### src/design/cir_pkg.sv
/*
 * Shared constants and layouts for the card identification and card data
 * register bank: APB byte addresses, fixed field codes, flag bit positions,
 * status bit positions and the packed layouts of both 128-bit registers.
 * Assumes a 32-bit APB with byte addresses and one register word per offset.
 */
package cir_pkg;

    ////////////////////////////////////////////////////////////////////////////
    // Register map, byte addresses. Each 128-bit register spans four words,
    // word 0 holding bits [31:0] and word 3 holding bits [127:96].
    localparam logic [7:0] CIR_BASE_IDENT = 8'h00;
    localparam logic [7:0] CIR_BASE_DATA = 8'h10;
    localparam logic [7:0] CIR_OFF_STATUS = 8'h20;

    // Fixed field codes of the card data register.
    localparam logic [1:0] CIR_LAYOUT_VERSION = 2'h1;
    localparam logic [7:0] CIR_READ_ACCESS_TIME = 8'h0E;
    localparam logic [7:0] CIR_READ_ACCESS_CYCLES = 8'h00;
    localparam logic [7:0] CIR_TRANSFER_RATE = 8'h5A;
    localparam logic [11:0] CIR_COMMAND_CLASSES = 12'h5B5;
    localparam logic [3:0] CIR_BLOCK_LENGTH_CODE = 4'h9;
    localparam logic [6:0] CIR_SECTOR_SIZE = 7'h7F;
    localparam logic [6:0] CIR_PROTECT_SPAN = 7'h00;
    localparam logic [2:0] CIR_WRITE_SPEED = 3'h2;
    localparam logic [1:0] CIR_FILE_FORMAT = 2'h0;
    localparam logic CIR_ERASE_ENABLE = 1'b1;

    // Positions of the flags inside data word 0; format is fixed at zero, the others are host-programmable.
    localparam int CIR_FORMAT_BIT = 15;
    localparam int CIR_COPY_BIT = 14;
    localparam int CIR_PERM_BIT = 13;
    localparam int CIR_TEMP_BIT = 12;

    // Status word bit positions.
    localparam int CIR_ST_CRC_READY = 0;
    localparam int CIR_ST_COPY_LOCK = 1;
    localparam int CIR_ST_PERM_LOCK = 2;
    localparam int CIR_ST_PROTECT = 3;

    // Checksum engine: seven-bit code, x^7 + x^3 + 1, over the upper 120 bits.
    localparam int CIR_CRC_BITS = 120;
    localparam logic [6:0] CIR_CRC_POLY = 7'h09;
    localparam logic [6:0] CIR_CRC_LAST = 7'h77;

    ////////////////////////////////////////////////////////////////////////////
    // Card identification layout, most significant field first.
    typedef struct packed {
        logic [7:0] maker_code;
        logic [15:0] application_code;
        logic [39:0] product_name;
        logic [7:0] product_revision;
        logic [31:0] unit_serial;
        logic [3:0] reserved0;
        logic [11:0] manufacture_date;
        logic [6:0] crc;
        logic fixed_one;
    } cir_ident_s;

    // Card specific data layout, most significant field first.
    typedef struct packed {
        logic [1:0] layout_version;
        logic [5:0] reserved0;
        logic [7:0] read_access_time_code;
        logic [7:0] read_access_clock_cycles;
        logic [7:0] max_transfer_rate;
        logic [11:0] supported_command_classes;
        logic [3:0] max_read_block_length;
        logic partial_read_allowed;
        logic write_misalign_allowed;
        logic read_misalign_allowed;
        logic driver_stage_present;
        logic [5:0] reserved1;
        logic [21:0] capacity;
        logic reserved2;
        logic single_block_erase_enable;
        logic [6:0] erase_sector_size;
        logic [6:0] protect_group_span;
        logic protect_group_enable;
        logic [1:0] reserved3;
        logic [2:0] write_speed_factor;
        logic [3:0] max_write_block_length;
        logic partial_write_allowed;
        logic [4:0] reserved4;
        logic format_group_flag;
        logic copy_flag;
        logic permanent_protection;
        logic temporary_protection;
        logic [1:0] file_format;
        logic [1:0] reserved5;
        logic [6:0] crc;
        logic fixed_one;
    } cir_data_s;

endpackage : cir_pkg

### src/design/cir_crc7.sv
/*
 * Serial seven-bit checksum engine. It captures a 120-bit message on start
 * and shifts it in most significant bit first, one bit per clock.
 * Assumes start is a one-cycle pulse from logic on the same clock; a start
 * during a run abandons that run and begins again on the new message.
 */
module cir_crc7
    import cir_pkg::*;
(
    input wire logic clock, // System clock.
    input wire logic reset, // Synchronous reset, active high.
    input wire logic start, // Pulse: capture message and begin.
    input wire logic [CIR_CRC_BITS-1:0] message, // Bits to be covered.
    output logic [6:0] crc, // Result of the last finished run.
    output logic busy // High while a run is in progress.
);

    ////////////////////////////////////////////////////////////////////////////
    logic [CIR_CRC_BITS-1:0] shift_r;
    logic [6:0] acc_r;
    logic [6:0] count_r;
    logic feedback;
    logic [6:0] acc_nxt;

    // Division step of the generator; the feedback taps land on bits 3 and 0.
    assign feedback = acc_r[6] ^ shift_r[CIR_CRC_BITS-1];
    assign acc_nxt = {acc_r[5:0], 1'b0} ^ ({7{feedback}} & CIR_CRC_POLY);

    // One bit per cycle; the result only moves when a run completes, so the
    // previous value stays readable throughout a recalculation.
    always_ff @(posedge clock) begin
        if (reset) begin
            shift_r <= '0;
            acc_r <= 7'h00;
            count_r <= 7'h00;
            crc <= 7'h00;
            busy <= 1'b0;
        end else if (start) begin
            shift_r <= message;
            acc_r <= 7'h00;
            count_r <= CIR_CRC_LAST;
            busy <= 1'b1;
        end else if (busy) begin
            shift_r <= {shift_r[CIR_CRC_BITS-2:0], 1'b0};
            acc_r <= acc_nxt;
            count_r <= count_r - 7'h01;
            if (count_r == 7'h00) begin
                busy <= 1'b0;
                crc <= acc_nxt;
            end
        end
    end

endmodule : cir_crc7

### src/design/cir_regs.sv
/*
 * Card identification and card specific data register bank with an APB
 * slave. Both 128-bit registers are built from fixed codes and production
 * parameters; checksums are computed in hardware after reset and after each
 * change to the host-programmable flags.
 * Assumes an APB master on the same clock and a synchronous active-high reset.
 */
// The APB register port and the address map are this design's own decisions.
////////////////////////////////////////////////////////////////////////////////
// Behaviour
// - 128-bit identification register, host read only.
// - Maker, application, name, revision at fixed slices.
// - Serial, reserved nibble, date fixed per unit.
// - Checksum over upper bits, bit zero one.
// - Data register version one, capacity, no driver.
// - Access time 0x0E, zero cycles, speed factor 2.
// - Transfer rate 0x5A, command classes 0x5B5.
// - Read and write block length code 9.
// - No partial or misaligned block access.
// - Single block erase on, sector size 0x7F.
// - No group write protection offered.
// - Read-only ignore writes, one-time flags program once.
module cir_regs
    import cir_pkg::*;
#(
    parameter logic [7:0] MAKER_CODE = 8'h5C, // Arbitrary neutral value.
    parameter logic [15:0] APPLICATION_CODE = 16'h7E21, // Arbitrary neutral value.
    parameter logic [39:0] PRODUCT_NAME = 40'h41_42_43_44_45, // Arbitrary value.
    parameter logic [7:0] PRODUCT_REVISION = 8'h11, // Arbitrary neutral value.
    parameter logic [31:0] UNIT_SERIAL = 32'h0000_0001, // Set at production.
    parameter logic [11:0] MANUFACTURE_DATE = 12'h001, // Set at production.
    parameter logic [21:0] CAPACITY = 22'h003A4F // Size code of the card.
) (
    input wire logic clock, // 40 MHz system clock.
    input wire logic reset, // Synchronous reset, active high.
    input wire logic psel, // APB select.
    input wire logic penable, // APB access phase.
    input wire logic pwrite, // APB direction, high for write.
    input wire logic [7:0] paddr, // APB byte address.
    input wire logic [31:0] pwdata, // APB write data.
    output logic pready, // APB ready, registered.
    output logic [31:0] prdata, // APB read data, registered.
    output logic pslverr, // APB error for unmapped address.
    output logic write_protect // Card write protected, registered.
);

    ////////////////////////////////////////////////////////////////////////////
    // State.
    logic boot_r;
    logic restart_r;
    logic copy_r;
    logic perm_r;
    logic temp_r;
    logic copy_lock_r;
    logic perm_lock_r;
    logic id_busy;
    logic data_busy;
    logic [6:0] id_crc;
    logic [6:0] data_crc;
    cir_ident_s ident;
    cir_data_s card_data;
    logic [31:0] id_word [4];
    logic [31:0] data_word [4];

    ////////////////////////////////////////////////////////////////////////////
    // Address decode and bus handshake terms.
    logic hit_id;
    logic hit_data;
    logic hit_status;
    logic hit_any;
    logic crc_ready;
    logic take_nxt;
    logic wr_fire;
    logic rd_fire;
    logic wr_flags;
    logic [31:0] status_word;
    logic [31:0] read_word;

    assign hit_id = (paddr[7:4] == CIR_BASE_IDENT[7:4]) && (paddr[1:0] == 2'h0);
    assign hit_data = (paddr[7:4] == CIR_BASE_DATA[7:4]) && (paddr[1:0] == 2'h0);
    assign hit_status = (paddr == CIR_OFF_STATUS);
    assign hit_any = hit_id | hit_data | hit_status;
    assign crc_ready = ~id_busy & ~data_busy & ~boot_r & ~restart_r;

    // The answer is held back while a checksum is being rebuilt, so a read
    // never returns a word whose checksum disagrees with its contents.
    assign take_nxt = psel & penable & ~pready & crc_ready;
    assign wr_fire = psel & penable & pready & pwrite;
    assign rd_fire = psel & penable & pready & ~pwrite;
    assign wr_flags = wr_fire & hit_data & (paddr[3:2] == 2'h0);

    ////////////////////////////////////////////////////////////////////////////
    // Register contents built from fixed codes and per-unit values.
    assign ident = {MAKER_CODE, APPLICATION_CODE, PRODUCT_NAME,
                    PRODUCT_REVISION, UNIT_SERIAL, 4'h0,
                    MANUFACTURE_DATE, id_crc, 1'b1};

    assign card_data = {CIR_LAYOUT_VERSION, 6'h00,
                        CIR_READ_ACCESS_TIME, CIR_READ_ACCESS_CYCLES,
                        CIR_TRANSFER_RATE, CIR_COMMAND_CLASSES,
                        CIR_BLOCK_LENGTH_CODE,
                        3'h0,
                        1'b0, 6'h00, CAPACITY, 1'b0,
                        CIR_ERASE_ENABLE, CIR_SECTOR_SIZE,
                        CIR_PROTECT_SPAN, 1'b0, 2'h0,
                        CIR_WRITE_SPEED, CIR_BLOCK_LENGTH_CODE, 1'b0, 5'h00,
                        1'b0, copy_r, perm_r, temp_r,
                        CIR_FILE_FORMAT, 2'h0, data_crc, 1'b1};

    assign status_word = {28'h0000000, write_protect, perm_lock_r, copy_lock_r,
                          crc_ready};

    // Word slicing of both registers, word 0 being the least significant.
    generate
        for (genvar i = 0; i < 4; i++) begin : g_words
            assign id_word[i] = ident[32*i +: 32];
            assign data_word[i] = card_data[32*i +: 32];
        end
    endgenerate

    // Read selection; unmapped addresses read as zero and raise an error.
    assign read_word = hit_id ? id_word[paddr[3:2]] :
                       hit_data ? data_word[paddr[3:2]] :
                       hit_status ? status_word : 32'h0000_0000;

    ////////////////////////////////////////////////////////////////////////////
    // Checksum engines. The identification checksum runs once after reset;
    // the data checksum also reruns one cycle after a flag write so that it
    // sees the new flag values.
    cir_crc7 u_id_crc (
        .clock(clock),
        .reset(reset),
        .start(boot_r),
        .message(ident[127:8]),
        .crc(id_crc),
        .busy(id_busy)
    );

    cir_crc7 u_data_crc (
        .clock(clock),
        .reset(reset),
        .start(boot_r | restart_r),
        .message(card_data[127:8]),
        .crc(data_crc),
        .busy(data_busy)
    );

    ////////////////////////////////////////////////////////////////////////////
    // APB answer: one wait state once both checksums are ready, then ready with data or error.
    always_ff @(posedge clock) begin
        if (reset) begin
            pready <= 1'b0;
            prdata <= 32'h0000_0000;
            pslverr <= 1'b0;
        end else begin
            pready <= take_nxt;
            prdata <= (take_nxt & ~pwrite) ? read_word : 32'h0000_0000;
            pslverr <= take_nxt & ~hit_any;
        end
    end

    // Start pulses for the checksum engines.
    always_ff @(posedge clock) begin
        if (reset) begin
            boot_r <= 1'b1;
            restart_r <= 1'b0;
        end else begin
            boot_r <= 1'b0;
            restart_r <= wr_flags;
        end
    end

    // Host flags. Copy and permanent protection take the value of the first
    // write to data word 0 and then lock; the temporary bit follows every
    // write. All other words and fields ignore writes without an error.
    always_ff @(posedge clock) begin
        if (reset) begin
            copy_r <= 1'b0;
            perm_r <= 1'b0;
            temp_r <= 1'b0;
            copy_lock_r <= 1'b0;
            perm_lock_r <= 1'b0;
        end else if (wr_flags) begin
            if (!copy_lock_r) begin
                copy_r <= pwdata[CIR_COPY_BIT];
                copy_lock_r <= 1'b1;
            end
            if (!perm_lock_r) begin
                perm_r <= pwdata[CIR_PERM_BIT];
                perm_lock_r <= 1'b1;
            end
            temp_r <= pwdata[CIR_TEMP_BIT];
        end
    end

    // Either protection bit blocks writes to the card's storage.
    always_ff @(posedge clock) begin
        if (reset) begin
            write_protect <= 1'b0;
        end else begin
            write_protect <= perm_r | temp_r;
        end
    end

    logic rd_id;
    logic rd_dat;
    assign rd_id = rd_fire & hit_id;
    assign rd_dat = rd_fire & hit_data;
endmodule : cir_regs

### config.mk
export PLATFORM = sky130hd
export DESIGN_NAME = cir_regs
export DESIGN_NICKNAME = d
export VERILOG_FILES = /design/src/design/cir_pkg.sv /design/src/design/cir_crc7.sv /design/src/design/cir_regs.sv
export SDC_FILE = /design/constraint.sdc
export NUM_CORES = 1
export LEC_CHECK = 0
export BUFFER_PORTS_ARGS = -buffer_cell sky130_fd_sc_hd__buf_2
export CAP_MARGIN = 20
export CORE_MARGIN = 4
export CORE_UTILIZATION = 40
export CTS_CLUSTER_SIZE = 30
export DETAILED_ROUTE_END_ITERATION = 16
export GPL_ROUTABILITY_DRIVEN = 1
export PLACE_DENSITY = 0.55
export SETUP_SLACK_MARGIN = 0.02
export SLEW_MARGIN = 30
export SYNTH_ARGS = -nofsm -noshare
export SYNTH_HDL_FRONTEND = slang
export SYNTH_HIERARCHICAL = 1
export SYNTH_SLANG_ARGS = --single-unit
export TNS_END_PERCENT = 1
### constraint.sdc
create_clock -name clock -period 1.85 [get_ports clock]
set_clock_uncertainty 0.05 [all_clocks]
set_input_delay 0.185 -clock clock [delete_from_list [all_inputs] [get_ports clock]]
set_output_delay 0.185 -clock clock [all_outputs]
set_load 0.01 [all_outputs]
==> results.txt <==
The final antenna diode count came out at 0. The worst setup path is launched from a flop. The signal arrival time at the worst endpoint came out at roughly 2.1 ns.

The run finished with clean final reports. Buffers inserted during clock tree synthesis total 36. The max-slew violation count came out at 0. Clock-pin slew was measured on the worst setup and hold paths at 0.06 ns. The switching component of the power is between 3 and 4 mW. The proportion of register bits with asynchronous set or reset after synthesis came out at 0%. The least setup slack across all paths after layout is 0.06425 ns.

The cell internal power dissipation is 12.30 mW. The worst-margin pin slew is approximately 1.1 ns. The count of final hold-check violations is 0.

Data on the critical path is required at its endpoint by 2.14 ns. The clock latency reported for the late side of the worst-skew pair is ~0.5 ns. The worst setup path is captured at a flop. The overall track demand over capacity in global routing came out at between 10% and 20%. The routed wirelength normalized by instance count is 11.20 um. The count of boundary I/O pins came out at 80. Prior to clock tree synthesis, the placed netlist has a worst setup slack of -0.02092 ns. The number of antenna violations at the first check in global routing was 0. Averaged over all synthesized cells, the footprint is a little under 9 sq um.

The post-CTS repair timing setup buffer count came out at 0. After detailed routing, the number of vias per cell comes to 4.547. The final cell count without fillers is roughly 2400. Along the worst path, the maximum fanout reaches 77. The most common library cell in the layout ignoring fill and taps is sky130_fd_sc_hd__nand2_1.

The iteration-0 DRC count of the detailed router came out at 512. The combinational group share of total power is about a tenth. The HPWL reported at the end of detailed placement is ~15000 um.

The placeable core region came out at 35480 sq um. The fraction of power consumed by the clock network came out at ~43%. The tightest min-delay check is of the in -> reg type. The number of filler instances in the final layout is 3416.

At the end of the flow the core is filled with cells to between 40% and 50%. The proportion of power drawn by flip-flops and latches came out at between 40% and 50%. The worst setup path is of the reg -> reg kind. The die height is ~200 um.

The final cycle utilization of the critical path is a little under 100%. In this run the cell area measured after placement is between 15000 and 20000 sq um. The largest net degree at the start of global routing came out at between 200 and 250.

The top achievable clock speed is between 0.5 and 0.6 GHz. The maximum resistive drop on vdd is ~0.00065 V. Of the total power, the share spent switching nets is 23.24%. Once layout is done, the placed cells without fillers occupy about 17000 sq um. The total wire length after detailed routing came out at 26650 um. In this run the cell area of the synthesized design comes to 14330 sq um. The analysis attributes to cell leakage a power of 7.317 nW.

The share of layout cells above drive strength 1 is 20.74%. The clock net in this run drives a total of 319 sinks. The normalized max-slew margin came out at 29.60%. The share of the yosys chip area belonging to registers is between 40% and 50%.

The cell chosen for the clock root is sky130_fd_sc_hd__clkbuf_16. The cell count after placement is between 2000 and 2500. The number of levels the H-tree was split into is 2.

The number of synthesized register bits came out at about 320. The number of antenna-violating nets in the routed design is 0. For this run, the number of Yosys warnings is 6. The final setup violation count is 0. The die area is between 30000 and 40000 sq um. Setup repair after global routing could not meet its margin everywhere. TritonCTS built the clock tree. At the end of routability-driven placement, the weighted congestion stood at between 0.7 and 0.8. The number of nets in the final layout came out at 1949. The first detailed-routing pass took 4 iterations. The summed negative setup slack over all endpoints came out at 0 ns. The count of standard-cell rows is 69. The number of port buffers came out at 47.

The initial core utilization came out at 40.38%. The die is a little under 200 um wide. The post-synthesis cell type count came out at 52.

Leaving out fill and tap cells, the most frequent cells in the layout are sky130_fd_sc_hd__nand2_1, sky130_fd_sc_hd__dfxtp_1, sky130_fd_sc_hd__a21oi_1. The gate count of the mapped netlist came out at about 1700. The total DRC errors in the routed layout is 0. The predominant post-synthesis flop cell is sky130_fd_sc_hd__dfxtp_1. After global routing the overflow that remains totals 0. The number of enable-type register cells in the synthesized netlist came out at 0. The number of maximum-capacitance violations is 0. The worst path needs roughly 1.8 ns of the cycle, external delays included.

The via count of the routed design is ~11000. The clock passes through at most 3 buffers. The first-pass GRT wire length is between 40000 and 50000 um.

The power per unit of standard cell area came out at ~940 nW/um^2. The layout overhead on the synthesized area came out at 19.41%. The via count of the first global-routing pass came out at 10630.
[stage by stage]
stage	hold slack (ns)	total power, mW
floorplan	0.1627	8.888
global placement	0.3947	9.152
detailed placement	0.3988	9.186
CTS	0.009921	16.30
global route	0.04401	16.85
finish	0.03647	16.02
[kinds of logic (layout without fill, tap and decap cells)]
family	Yosys count	after routing	share of synthesized area, %
buffers and inverters	143	166	4.742
adders and majority gates	7	7	0.6112
DFF	319	319	44.57
xor gates and xnor gates	8	8	0.6986
other	2	240	0.05241
and+or+nand+nor	607	607	18.08
AOI/OAI and AO/OA	321	321	11.64
muxes	251	251	19.61
[worst max-delay path, cell delays in order (launching register included)]
cell	delay (ns)
sky130_fd_sc_hd__dfxtp_4	0.37
sky130_fd_sc_hd__buf_16	0.32
sky130_fd_sc_hd__buf_4	0.33
sky130_fd_sc_hd__mux2_2	0.36
sky130_fd_sc_hd__nand2_1	0.06
sky130_fd_sc_hd__a21oi_1	0.06
[layout make-up]
type / instances / area [sq um] / share of cell area, %
Multi-Input combinational cell: 1434 / 8163 / 47.71
Sequential cell: 319 / 6397 / 37.39
Clock buffer: 55 / 1084 / 6.333
Timing Repair Buffer: 92 / 757.0 / 4.424
Tap cell: 461 / 576.8 / 3.371
Clock inverter: 5 / 77.57 / 0.4534
Inverter: 14 / 55.05 / 0.3218
[routing by layer]
layer | part of all wire, % | track usage, % | vias up
met1 | 47 | 16.57 | 4846
met3 | 3.1 | 2.439 | 40
met2 | 48 | 24.88 | 85
met5 | 0 | 0 | -
met4 | 2.0 | 3.390 | 0
li1 | - | - | 5852
[cells in the mapped netlist, drive strengths merged (4+ instances only)]
library cell,instances,area [sq um]
nand2,505,1896
dfxtp,319,6386
a21oi,271,1356
mux2,238,2680
buf,68,397.9
clkbuf,61,229.0
nor2,30,112.6
o21ai,29,145.1
nand3,16,80.08
inv,14,52.55
mux2i,13,130.1
nor3,9,50.05
ha,7,87.58
a31oi,6,37.54
nor4,6,82.58
xnor2,6,52.55
nand2b,5,31.28
or4,5,45.04
a211oi,4,30.03
[timing repair]
action,in CTS,in global routing
gates resized for setup,4,2
setup endpoints to repair,73,120
cloned,0,1
pin swaps,0,1
hold buffers,6,0
hold endpoints to repair,8,0
[final timing paths]
check                          from                endpoint  slack (ns)  cells past startpoint
setup reg to reg    u_data_crc/busy  u_data_crc/shift_r[33]        0.06                      5
hold / removal             paddr[2]               prdata[5]        0.04                      3
setup / recovery    u_data_crc/busy  u_data_crc/shift_r[33]        0.06                      5
hold reg to reg   u_data_crc/crc[3]               prdata[4]        0.42                      2
[sequential cells by signal (all words and copies together) (netlist names), 7 cells and up]
register / cells
u_data_crc/shift_r: 120
u_data_crc/count_r: 7
u_data_crc/acc_r: 7
u_data_crc/crc: 7
u_id_crc/crc: 7
u_id_crc/shift_r: 120
u_id_crc/count_r: 7
prdata: 26
u_id_crc/acc_r: 7
[power groups by stage]
stage / Sequential (mW) / Combinational [mW] / Clock [mW]
4_1_cts: 7.39 / 1.67 / 7.24
3_3_place_gp: 7.53 / 1.62 / 0
5_1_grt: 7.43 / 1.91 / 7.51
3_5_place_dp: 7.54 / 1.65 / 0
2_1_floorplan: 7.48 / 1.40 / 0
6_report: 7.39 / 1.67 / 6.95
(Power assumes the default switching activity.)
